--- src/hw/dtc_pkg.sv ---
// dtc_pkg: register map, field positions and types of the dual timer/counter pair
package dtc_pkg;

    // register offsets on the special-register port
    localparam logic [7:0] ADDR_CTRL = 8'h88;
    localparam logic [7:0] ADDR_MODE = 8'h89;
    localparam logic [7:0] ADDR_T0L = 8'h8a;
    localparam logic [7:0] ADDR_T1L = 8'h8b;
    localparam logic [7:0] ADDR_T0H = 8'h8c;
    localparam logic [7:0] ADDR_T1H = 8'h8d;

    // reset values
    localparam logic [7:0] CTRL_RST = 8'h00;
    localparam logic [7:0] MODE_RST = 8'h00;
    localparam logic [15:0] CNT_RST = 16'h0000;
    localparam logic [7:0] RD_UNMAPPED = 8'h00;

    // timer_run_flag_ctrl bit positions
    localparam int B_TF1 = 7;
    localparam int B_TR1 = 6;
    localparam int B_TF0 = 5;
    localparam int B_TR0 = 4;
    localparam int B_IE1 = 3;
    localparam int B_IT1 = 2;
    localparam int B_IE0 = 1;
    localparam int B_IT0 = 0;

    // timer_mode_config: unit 1 config sits in the upper nibble
    localparam int CFG0_LSB = 0;
    localparam int CFG1_LSB = 4;

    // mode field encodings
    localparam logic [1:0] MODE_13 = 2'h0;
    localparam logic [1:0] MODE_16 = 2'h1;
    localparam logic [1:0] MODE_8R = 2'h2;
    localparam logic [1:0] MODE_SPLIT = 2'h3;

    // 13-bit mode: low byte prescaler width
    localparam logic [4:0] PRE_MAX = 5'h1f;

    // timing: oscillator is core_clk, one machine tick per twelve periods
    localparam int OSC_HZ = 50_000_000;
    localparam int TICK_DIV = 12;
    localparam logic [3:0] TICK_LAST = 4'(TICK_DIV - 1);

    // pin index into the sampler vector
    localparam int NPIN = 4;
    localparam int PIN_C0 = 0;
    localparam int PIN_C1 = 1;
    localparam int PIN_INT0 = 2;
    localparam int PIN_INT1 = 3;

    typedef struct packed {
        logic wr;
        logic rd;
        logic [7:0] addr;
        logic [7:0] data;
    } dtc_sfr_req_t;

    typedef struct packed {
        logic gate;
        logic count_sel;
        logic [1:0] mode;
    } dtc_unit_cfg_t;

endpackage : dtc_pkg

--- src/hw/dtc_pin_sampler.sv ---
// dtc_pin_sampler: pin synchronisers, per-clock and per-tick falling edge detection
`timescale 1ns/1ps
`default_nettype none
module dtc_pin_sampler import dtc_pkg::*; (
    input wire logic core_clk,
    input wire logic arst_n,
    input wire logic tick,
    input wire logic [NPIN-1:0] pins,
    output logic [NPIN-1:0] lvl,
    output logic [NPIN-1:0] lvl_fell,
    output logic [NPIN-1:0] smp_fell
);

    logic [NPIN-1:0] meta_q;
    logic [NPIN-1:0] sync_q;
    logic [NPIN-1:0] last_q;
    logic [NPIN-1:0] smp_q;
    logic [NPIN-1:0] old_q;

    genvar i;
    generate
        for (i = 0; i < NPIN; i++) begin : g_pin
            always_ff @(posedge core_clk or negedge arst_n) begin
                if (!arst_n) begin
                    meta_q[i] <= 1'b1;
                    sync_q[i] <= 1'b1;
                    last_q[i] <= 1'b1;
                    smp_q[i] <= 1'b1;
                    old_q[i] <= 1'b1;
                end else begin
                    meta_q[i] <= pins[i];
                    sync_q[i] <= meta_q[i];
                    last_q[i] <= sync_q[i];
                    // one sample per machine tick; a short pulse between ticks is missed
                    if (tick) begin
                        smp_q[i] <= sync_q[i];
                        old_q[i] <= smp_q[i];
                    end
                end
            end
            assign lvl[i] = sync_q[i];
            assign lvl_fell[i] = last_q[i] & ~sync_q[i];
            // high sample then low sample; consumed at the following tick
            assign smp_fell[i] = old_q[i] & ~smp_q[i];
        end
    endgenerate

endmodule : dtc_pin_sampler
`default_nettype wire

--- src/hw/dtc_timer_pair.sv ---
// dtc_timer_pair: two 16-bit timer/counters with shared control and mode registers
//
// Contract
// [RL1] timer function increments once per twelve clocks
// [RL2] tick comes straight from oscillator divider
// [RL3] count pin sampled per tick, fall counted next
// [RL4] edge counting limited to one per 24
// [RL5] source holds each pin level one sample
// [RL6] overflow flag set by hardware, cleared on service
// [RL7] run bit switches its unit on or off
// [RL8] external flag set on active pin, service clears
// [RL9] trigger select: 1 falling edge, 0 low
// [RL10] gate bit requires run and high pin
// [RL11] function select: 0 timer, 1 pin counter
// [RL12] mode field picks 13, 16, reload, split
// [RL13] 13-bit uses high byte plus low five
// [RL14] 13-bit rollover sets overflow flag
// [RL15] setting run bit leaves count untouched
// [RL16] 16-bit mode cascades both bytes, no prescaler
// [RL17] reload mode: low byte reloads from high
// [RL18] unit one in mode three holds count
// [RL19] split: high byte ticks using unit one bits
// [RL20] split: unit one toggled by its mode
`timescale 1ns/1ps
`default_nettype none
module dtc_timer_pair import dtc_pkg::*; (
    input wire logic core_clk,
    input wire logic arst_n,
    input wire dtc_sfr_req_t sfr_req,
    input wire logic t0_irq_ack,
    input wire logic t1_irq_ack,
    input wire logic ext0_irq_ack,
    input wire logic ext1_irq_ack,
    input wire logic count_pin_zero,
    input wire logic count_pin_one,
    input wire logic ext_irq_pin_zero,
    input wire logic ext_irq_pin_one,
    output logic [7:0] rd_data_q,
    output logic t0_overflow_flag,
    output logic t1_overflow_flag,
    output logic ext_irq0_flag,
    output logic ext_irq1_flag,
    output logic t0_ovf_pulse_q,
    output logic t1_ovf_pulse_q
);

    ////////////////////////////////////////////////////////////////////////////////
    // counter step for modes 13, 16, reload; split low byte falls to default

    function automatic logic [16:0] dtc_step(input logic [1:0] m, input logic [15:0] c);
        logic [16:0] r;
        r = {1'b0, c};
        unique case (m)
            MODE_13: begin
                r[4:0] = c[4:0] + 5'h01; // [RL13]
                if (c[4:0] == PRE_MAX) begin
                    r[15:8] = c[15:8] + 8'h01;
                    r[16] = &c[15:8]; // [RL14]
                end
            end
            MODE_16: r = {1'b0, c} + 17'h00001; // [RL16]
            MODE_8R: begin
                r[7:0] = (&c[7:0]) ? c[15:8] : c[7:0] + 8'h01; // [RL17]
                r[16] = &c[7:0];
            end
            default: begin
                r[7:0] = c[7:0] + 8'h01;
                r[16] = &c[7:0];
            end
        endcase
        return r;
    endfunction : dtc_step

    ////////////////////////////////////////////////////////////////////////////////
    // machine tick: free-running divide by twelve of the oscillator

    logic [3:0] div_q;
    logic tick_q;

    // nothing from the processor side can stretch this divider
    always_ff @(posedge core_clk or negedge arst_n) begin
        if (!arst_n) begin
            div_q <= 4'h0;
            tick_q <= 1'b0;
        end else begin
            div_q <= (div_q == TICK_LAST) ? 4'h0 : div_q + 4'h1; // [RL2]
            tick_q <= (div_q == TICK_LAST); // [RL1]
        end
    end

    ////////////////////////////////////////////////////////////////////////////////
    // pins

    logic [NPIN-1:0] pins;
    logic [NPIN-1:0] lvl;
    logic [NPIN-1:0] lvl_fell;
    logic [NPIN-1:0] smp_fell;

    assign pins = {ext_irq_pin_one, ext_irq_pin_zero, count_pin_one, count_pin_zero};

    dtc_pin_sampler u_sampler (
        .core_clk(core_clk),
        .arst_n(arst_n),
        .tick(tick_q),
        .pins(pins),
        .lvl(lvl),
        .lvl_fell(lvl_fell),
        .smp_fell(smp_fell)
    );

    ////////////////////////////////////////////////////////////////////////////////
    // registers and decode

    logic [7:0] ctrl_q;
    logic [7:0] ctrl_d;
    logic [7:0] mode_q;
    logic [15:0] cnt0_q;
    logic [15:0] cnt0_d;
    logic [15:0] cnt1_q;
    logic [15:0] cnt1_d;

    logic wr_ctrl;
    logic wr_mode;
    logic wr_t0l;
    logic wr_t0h;
    logic wr_t1l;
    logic wr_t1h;
    logic [7:0] rd_mux;

    assign wr_ctrl = sfr_req.wr && (sfr_req.addr == ADDR_CTRL);
    assign wr_mode = sfr_req.wr && (sfr_req.addr == ADDR_MODE);
    assign wr_t0l = sfr_req.wr && (sfr_req.addr == ADDR_T0L);
    assign wr_t0h = sfr_req.wr && (sfr_req.addr == ADDR_T0H);
    assign wr_t1l = sfr_req.wr && (sfr_req.addr == ADDR_T1L);
    assign wr_t1h = sfr_req.wr && (sfr_req.addr == ADDR_T1H);

    assign rd_mux = (sfr_req.addr == ADDR_CTRL) ? ctrl_q :
                    (sfr_req.addr == ADDR_MODE) ? mode_q :
                    (sfr_req.addr == ADDR_T0L) ? cnt0_q[7:0] :
                    (sfr_req.addr == ADDR_T0H) ? cnt0_q[15:8] :
                    (sfr_req.addr == ADDR_T1L) ? cnt1_q[7:0] :
                    (sfr_req.addr == ADDR_T1H) ? cnt1_q[15:8] : RD_UNMAPPED;

    ////////////////////////////////////////////////////////////////////////////////
    // count enables

    dtc_unit_cfg_t cfg0;
    dtc_unit_cfg_t cfg1;
    logic split0;
    logic stop1;
    logic run0;
    logic run1;
    logic src0;
    logic src1;
    logic en0;
    logic en1;
    logic enh0;
    logic [16:0] step0;
    logic [16:0] step1;
    logic ovf0;
    logic ovf1;
    logic ovfh;

    assign cfg0 = dtc_unit_cfg_t'(mode_q[CFG0_LSB +: 4]);
    assign cfg1 = dtc_unit_cfg_t'(mode_q[CFG1_LSB +: 4]);
    assign split0 = (cfg0.mode == MODE_SPLIT); // [RL12]
    assign stop1 = (cfg1.mode == MODE_SPLIT); // [RL18]

    assign run0 = ctrl_q[B_TR0] & (~cfg0.gate | lvl[PIN_INT0]); // [RL7] [RL10]
    // while unit 0 is split, unit 1 loses its run bit and is switched by its mode
    assign run1 = (split0 | ctrl_q[B_TR1]) & (~cfg1.gate | lvl[PIN_INT1]); // [RL10] [RL20]
    assign src0 = cfg0.count_sel ? smp_fell[PIN_C0] : 1'b1; // [RL11] [RL3]
    assign src1 = cfg1.count_sel ? smp_fell[PIN_C1] : 1'b1; // [RL11] [RL3]
    assign en0 = tick_q & run0 & src0; // [RL1] [RL4]
    assign en1 = tick_q & run1 & src1 & ~stop1; // [RL18]
    assign enh0 = tick_q & split0 & ctrl_q[B_TR1]; // [RL19]

    assign step0 = dtc_step(cfg0.mode, cnt0_q);
    assign step1 = dtc_step(cfg1.mode, cnt1_q);
    assign ovf0 = en0 & step0[16];
    assign ovf1 = en1 & step1[16];
    assign ovfh = enh0 & (&cnt0_q[15:8]);

    // software byte writes win over a count in the same cycle
    always_comb begin
        cnt0_d = cnt0_q;
        if (en0) begin
            cnt0_d = step0[15:0];
        end
        if (enh0) begin
            cnt0_d[15:8] = cnt0_q[15:8] + 8'h01; // [RL19]
        end
        if (wr_t0l) begin
            cnt0_d[7:0] = sfr_req.data;
        end
        if (wr_t0h) begin
            cnt0_d[15:8] = sfr_req.data;
        end
    end

    always_comb begin
        cnt1_d = cnt1_q;
        if (en1) begin
            cnt1_d = step1[15:0];
        end
        if (wr_t1l) begin
            cnt1_d[7:0] = sfr_req.data;
        end
        if (wr_t1h) begin
            cnt1_d[15:8] = sfr_req.data;
        end
    end

    ////////////////////////////////////////////////////////////////////////////////
    // control flags: hardware set wins over service clear

    logic set_tf0;
    logic set_tf1;
    logic set_ie0;
    logic set_ie1;

    assign set_tf0 = ovf0; // [RL6]
    assign set_tf1 = split0 ? ovfh : ovf1; // [RL19]
    assign set_ie0 = ctrl_q[B_IT0] ? lvl_fell[PIN_INT0] : ~lvl[PIN_INT0]; // [RL9]
    assign set_ie1 = ctrl_q[B_IT1] ? lvl_fell[PIN_INT1] : ~lvl[PIN_INT1]; // [RL9]

    assign ctrl_d[B_TF1] = set_tf1 | (ctrl_q[B_TF1] & ~t1_irq_ack); // [RL6]
    assign ctrl_d[B_TF0] = set_tf0 | (ctrl_q[B_TF0] & ~t0_irq_ack); // [RL6]
    assign ctrl_d[B_IE1] = set_ie1 | (ctrl_q[B_IE1] & ~ext1_irq_ack); // [RL8]
    assign ctrl_d[B_IE0] = set_ie0 | (ctrl_q[B_IE0] & ~ext0_irq_ack); // [RL8]
    assign ctrl_d[B_TR1] = wr_ctrl ? sfr_req.data[B_TR1] : ctrl_q[B_TR1];
    assign ctrl_d[B_TR0] = wr_ctrl ? sfr_req.data[B_TR0] : ctrl_q[B_TR0];
    assign ctrl_d[B_IT1] = wr_ctrl ? sfr_req.data[B_IT1] : ctrl_q[B_IT1];
    assign ctrl_d[B_IT0] = wr_ctrl ? sfr_req.data[B_IT0] : ctrl_q[B_IT0];

    always_ff @(posedge core_clk or negedge arst_n) begin
        if (!arst_n) begin
            ctrl_q <= CTRL_RST;
            mode_q <= MODE_RST;
            cnt0_q <= CNT_RST;
            cnt1_q <= CNT_RST;
        end else begin
            ctrl_q <= ctrl_d;
            mode_q <= wr_mode ? sfr_req.data : mode_q;
            cnt0_q <= cnt0_d; // [RL15]
            cnt1_q <= cnt1_d;
        end
    end

    always_ff @(posedge core_clk or negedge arst_n) begin
        if (!arst_n) begin
            rd_data_q <= RD_UNMAPPED;
            t0_ovf_pulse_q <= 1'b0;
            t1_ovf_pulse_q <= 1'b0;
        end else begin
            rd_data_q <= sfr_req.rd ? rd_mux : rd_data_q;
            t0_ovf_pulse_q <= ovf0;
            // unit 1 overflow still pulses while split, e.g. for a baud source
            t1_ovf_pulse_q <= ovf1; // [RL20]
        end
    end

    assign t0_overflow_flag = ctrl_q[B_TF0];
    assign t1_overflow_flag = ctrl_q[B_TF1];
    assign ext_irq0_flag = ctrl_q[B_IE0];
    assign ext_irq1_flag = ctrl_q[B_IE1];
endmodule : dtc_timer_pair
`default_nettype wire

--- config.mk ---
export PLATFORM = sky130hd
export DESIGN_NAME = dtc_timer_pair
export DESIGN_NICKNAME = d
export VERILOG_FILES = /design/src/hw/dtc_pkg.sv /design/src/hw/dtc_pin_sampler.sv /design/src/hw/dtc_timer_pair.sv
export SDC_FILE = /design/constraint.sdc
export NUM_CORES = 1
export LEC_CHECK = 0
export ABC_CLOCK_PERIOD_IN_PS = 4800
export BUFFER_PORTS_ARGS = -buffer_cell sky130_fd_sc_hd__buf_4
export CORE_MARGIN = 2
export CORE_UTILIZATION = 37
export CTS_CLUSTER_DIAMETER = 200
export DETAILED_ROUTE_END_ITERATION = 8
export GPL_TIMING_DRIVEN = 0
export REMOVE_ABC_BUFFERS = 1
export SLEW_MARGIN = 0
export SYNTH_ARGS = -nofsm -noshare
export SYNTH_HDL_FRONTEND = slang
export SYNTH_SLANG_ARGS = --single-unit
--- constraint.sdc ---
create_clock -name core_clk -period 4.8 [get_ports core_clk]
set_input_delay 0.48 -clock core_clk [delete_from_list [all_inputs] [get_ports core_clk]]
set_output_delay 0.48 -clock core_clk [all_outputs]
set_load 0.01 [all_outputs]
==> impl_metrics.ini <==
[outcome]
status = finished clean

[pwr]
p_int_w = 0.00119
switchingPower_w = 0.000466
pwr_density_cell_nw_per_um2 = 302
clkPwrFrac_pct = 41.4
seqPwrFrac_pct = 45.4
p_leak_nw = 2.15
peakVddDrop_mv = 0.141
power_frac_comb_pct = 13.2
power_w = 0.00165
switching_share_pct = 28.2

[detailed_routing]
dr.pass1.iters = 5
drc_errors = 0
via_per_inst = 5.75
drtAntennaViolNets = 0
vias = 4293
drt-wirelength-per-cell_microns = 18.5
totalWireLength_microns = 13800
drt-initial-drc-count = 535

[cells_and_area]
nNetsFinal = 612
syn_to_final_growth_pct = 15.5
n_antenna_cell = 0
final_common_cell = dfrtp_1
final_area_sq_um = 5470
layout_common_cells = dfrtp_1 (63), nor2_1 (60), o21ai_0 (49)
fillCellCount = 1269
final_util_pct = 43.5
final-seq-area_sq_um = 1940
multi_input_comb_area_sq_um = 2610
layout-drive-gt1-share_pct = 17.4

[worst_setup_path]
endpoint_kind = flop
cp_max_fo = 15
timing.rr.end = cnt0_q[7]
worst-setup-path-type = in -> reg
reg2reg_depth = 5
r2r-start = tick_q
start_kind = input port
critPathArrivalTime_ps = 3390
r2r_setup_slack_ps = 2260
worstPathRequired_ps = 5030

[min_path]
min_from = count_pin_zero
min_path_cells = 1
hold_path.class = in -> reg
min_to = u_sampler.meta_q[0]

[place]
dpl_worst_slack_ps = 1390
port_buffers = 41
postPlaceCellArea_sq_um = 5170
routabilityCongestion = 0.976
hpwlAfterDp_microns = 9820

[timing]
clock.fmax_mhz = 316
slew_viol_final = 0
relSlewSlack_pct = 16.8
setup_viol = 0
rsz0062_at_grt = false
tightestPinTransition_ps = 1240
fin_skew_ps = 6.51
fin_crit_sh_pct = 65.9
worst_slack_ps = 1640
finalHoldViolations = 0
post-route-min-period_ps = 3160
fin_tns_setup_ps = 0

[clock_network]
cts_hold_buffers = 0
cts_tree = built
cts-resized-gates = 0
cts_buffers = 9
cts.clk_slew.worst_paths_ps = 60
cts_sinks = 77
htreeDepth = 3
clock_latency_ps = 340
clk_path_buf_depth = 2
cts-root-buf = clkbuf_16
post-cts-setup-buffers = 0

[die]
fp.dieH_microns = 117
die_area_sq_um = 13700
rows = 41
start_util_pct = 37.7
io_pins = 42
core_area_sq_um = 12600
dieWidth_microns = 117

[global_routing]
grt_pass1_wl_microns = 21600
grt-ovfl-total = 0
grt_max_degree = 78
antenna_found_initial = 0
first_global_vias = 3998
grt.total_usage_pct = 21.1

[job]
maxCapViolations = 0

[synthesis]
ys_ff_latch = 77
syn_area_sq_um = 4730
synth_area_per_cell_sq_um = 8.77
synth_cell_types = 61
synth-edff-count = 0
synthesis.instances = 540
yosysSeqAreaShare_pct = 41.1
synth-main-ff-cell = dfrtp_1
synth-async-reset-ratio_pct = 100
ys_warn_count = 0
## how the worst max path moves through the flow
stage	startpoint	endpoint	slack (ps)	cells past startpoint
6_report	sfr_req[13]	cnt0_q[0]	1640	7
5_1_grt	sfr_req[13]	cnt0_q[0]	1340	7
4_1_cts	sfr_req[13]	cnt0_q[0]	1720	7
3_5_place_dp	sfr_req[13]	cnt0_q[0]	1390	7
3_3_place_gp	sfr_req[13]	cnt0_q[0]	1340	7
2_1_floorplan	sfr_req[13]	cnt0_q[0]	2250	6
## cell families (layout without fill, tap and decap cells)
kind of cell | Yosys count | after routing | synth area share, %
buffers and inverters | 46 | 80 | 3.73
DFF | 77 | 77 | 41.1
adders and majority gates | 15 | 15 | 3.96
AOI/OAI and AO/OA | 161 | 161 | 21.2
and+or+nand+nor | 202 | 202 | 21.7
muxes | 22 | 22 | 5.15
xor gates and xnor gates | 17 | 17 | 3.14
## synth_stat cells (4+ instances only)
cell type | instances | share of area [%]
a21oi_1 | 39 | 4.1
a31oi_1 | 10 | 1.3
and3_1 | 8 | 1.1
clkbuf_1 | 22 | 1.7
dfrtp_1 | 63 | 33
dfstp_2 | 14 | 7.8
ha_1 | 15 | 4.0
inv_1 | 22 | 1.7
mux2_2 | 19 | 4.5
nand2_1 | 43 | 3.4
nand2b_1 | 6 | 0.79
nand3_1 | 22 | 2.3
nand4_1 | 14 | 1.8
nor2_1 | 60 | 4.8
nor2b_1 | 12 | 1.6
nor3_1 | 8 | 0.85
nor4_1 | 6 | 0.79
o2111ai_1 | 4 | 0.74
o21ai_0 | 49 | 5.2
o21ai_1 | 5 | 0.53
o22ai_1 | 13 | 1.7
xnor2_1 | 8 | 1.5
xor2_1 | 9 | 1.7
## cell type report
| class | count | area share [%] |
|---|---|---|
| multi-input cells | 417 | 47.8 |
| flip-flops and latches | 77 | 35.6 |
| repair buffers | 41 | 5.63 |
| clock buffers | 9 | 4.12 |
| well taps | 172 | 3.94 |
| inverters | 23 | 1.58 |
| clock inverters | 7 | 1.37 |
## critical path, stage by stage
cell and delay, ps:
buf_4 100, nand3b_1 160, nor3_1 950, nand2b_1 420, nor3_2 800, a2111oi_0 150
a211o_1 320
## layer usage
layer	track usage, %	part of all wire, %	vias to the layer above
met4	9.25	3.3	0
met1	31.1	47	2051
met3	3.50	7.5	31
li1	-	-	2023
met2	30.4	42	188
met5	0	0	-
## power groups by stage
| stage | logic [W] | registers, W | clock network (W) |
|---|---|---|---|
| finish | 0.000218 | 0.000750 | 0.000685 |
| global route | 0.000245 | 0.000754 | 0.000735 |
| CTS | 0.000217 | 0.000747 | 0.000704 |
| detailed placement | 0.000216 | 0.000758 | 0 |
| global placement | 0.000212 | 0.000758 | 0 |
| floorplan | 0.000132 | 0.000738 | 0 |
## registers in the layout, summed over array words and instances (netlist names)
register	flops
div_q	4
u_sampler.last_q	2
tick_q	1
cnt1_q	16
t1_ovf_pulse_q	1
u_sampler.meta_q	4
t0_ovf_pulse_q	1
u_sampler.old_q	2
u_sampler.lvl	4
mode_q	8
cnt0_q	16
u_sampler.smp_q	2
ctrl_q	8
rd_data_q	8
## metrics by stage
stage | hold WS (ps) | instances
4_1_cts | 230 | 746
5_1_grt | 232 | 746
6_report | 243 | 746
2_1_floorplan | 184 | 517
3_3_place_gp | 345 | 730
3_5_place_dp | 347 | 730
Note: power is estimated with default switching activity, not from simulation.
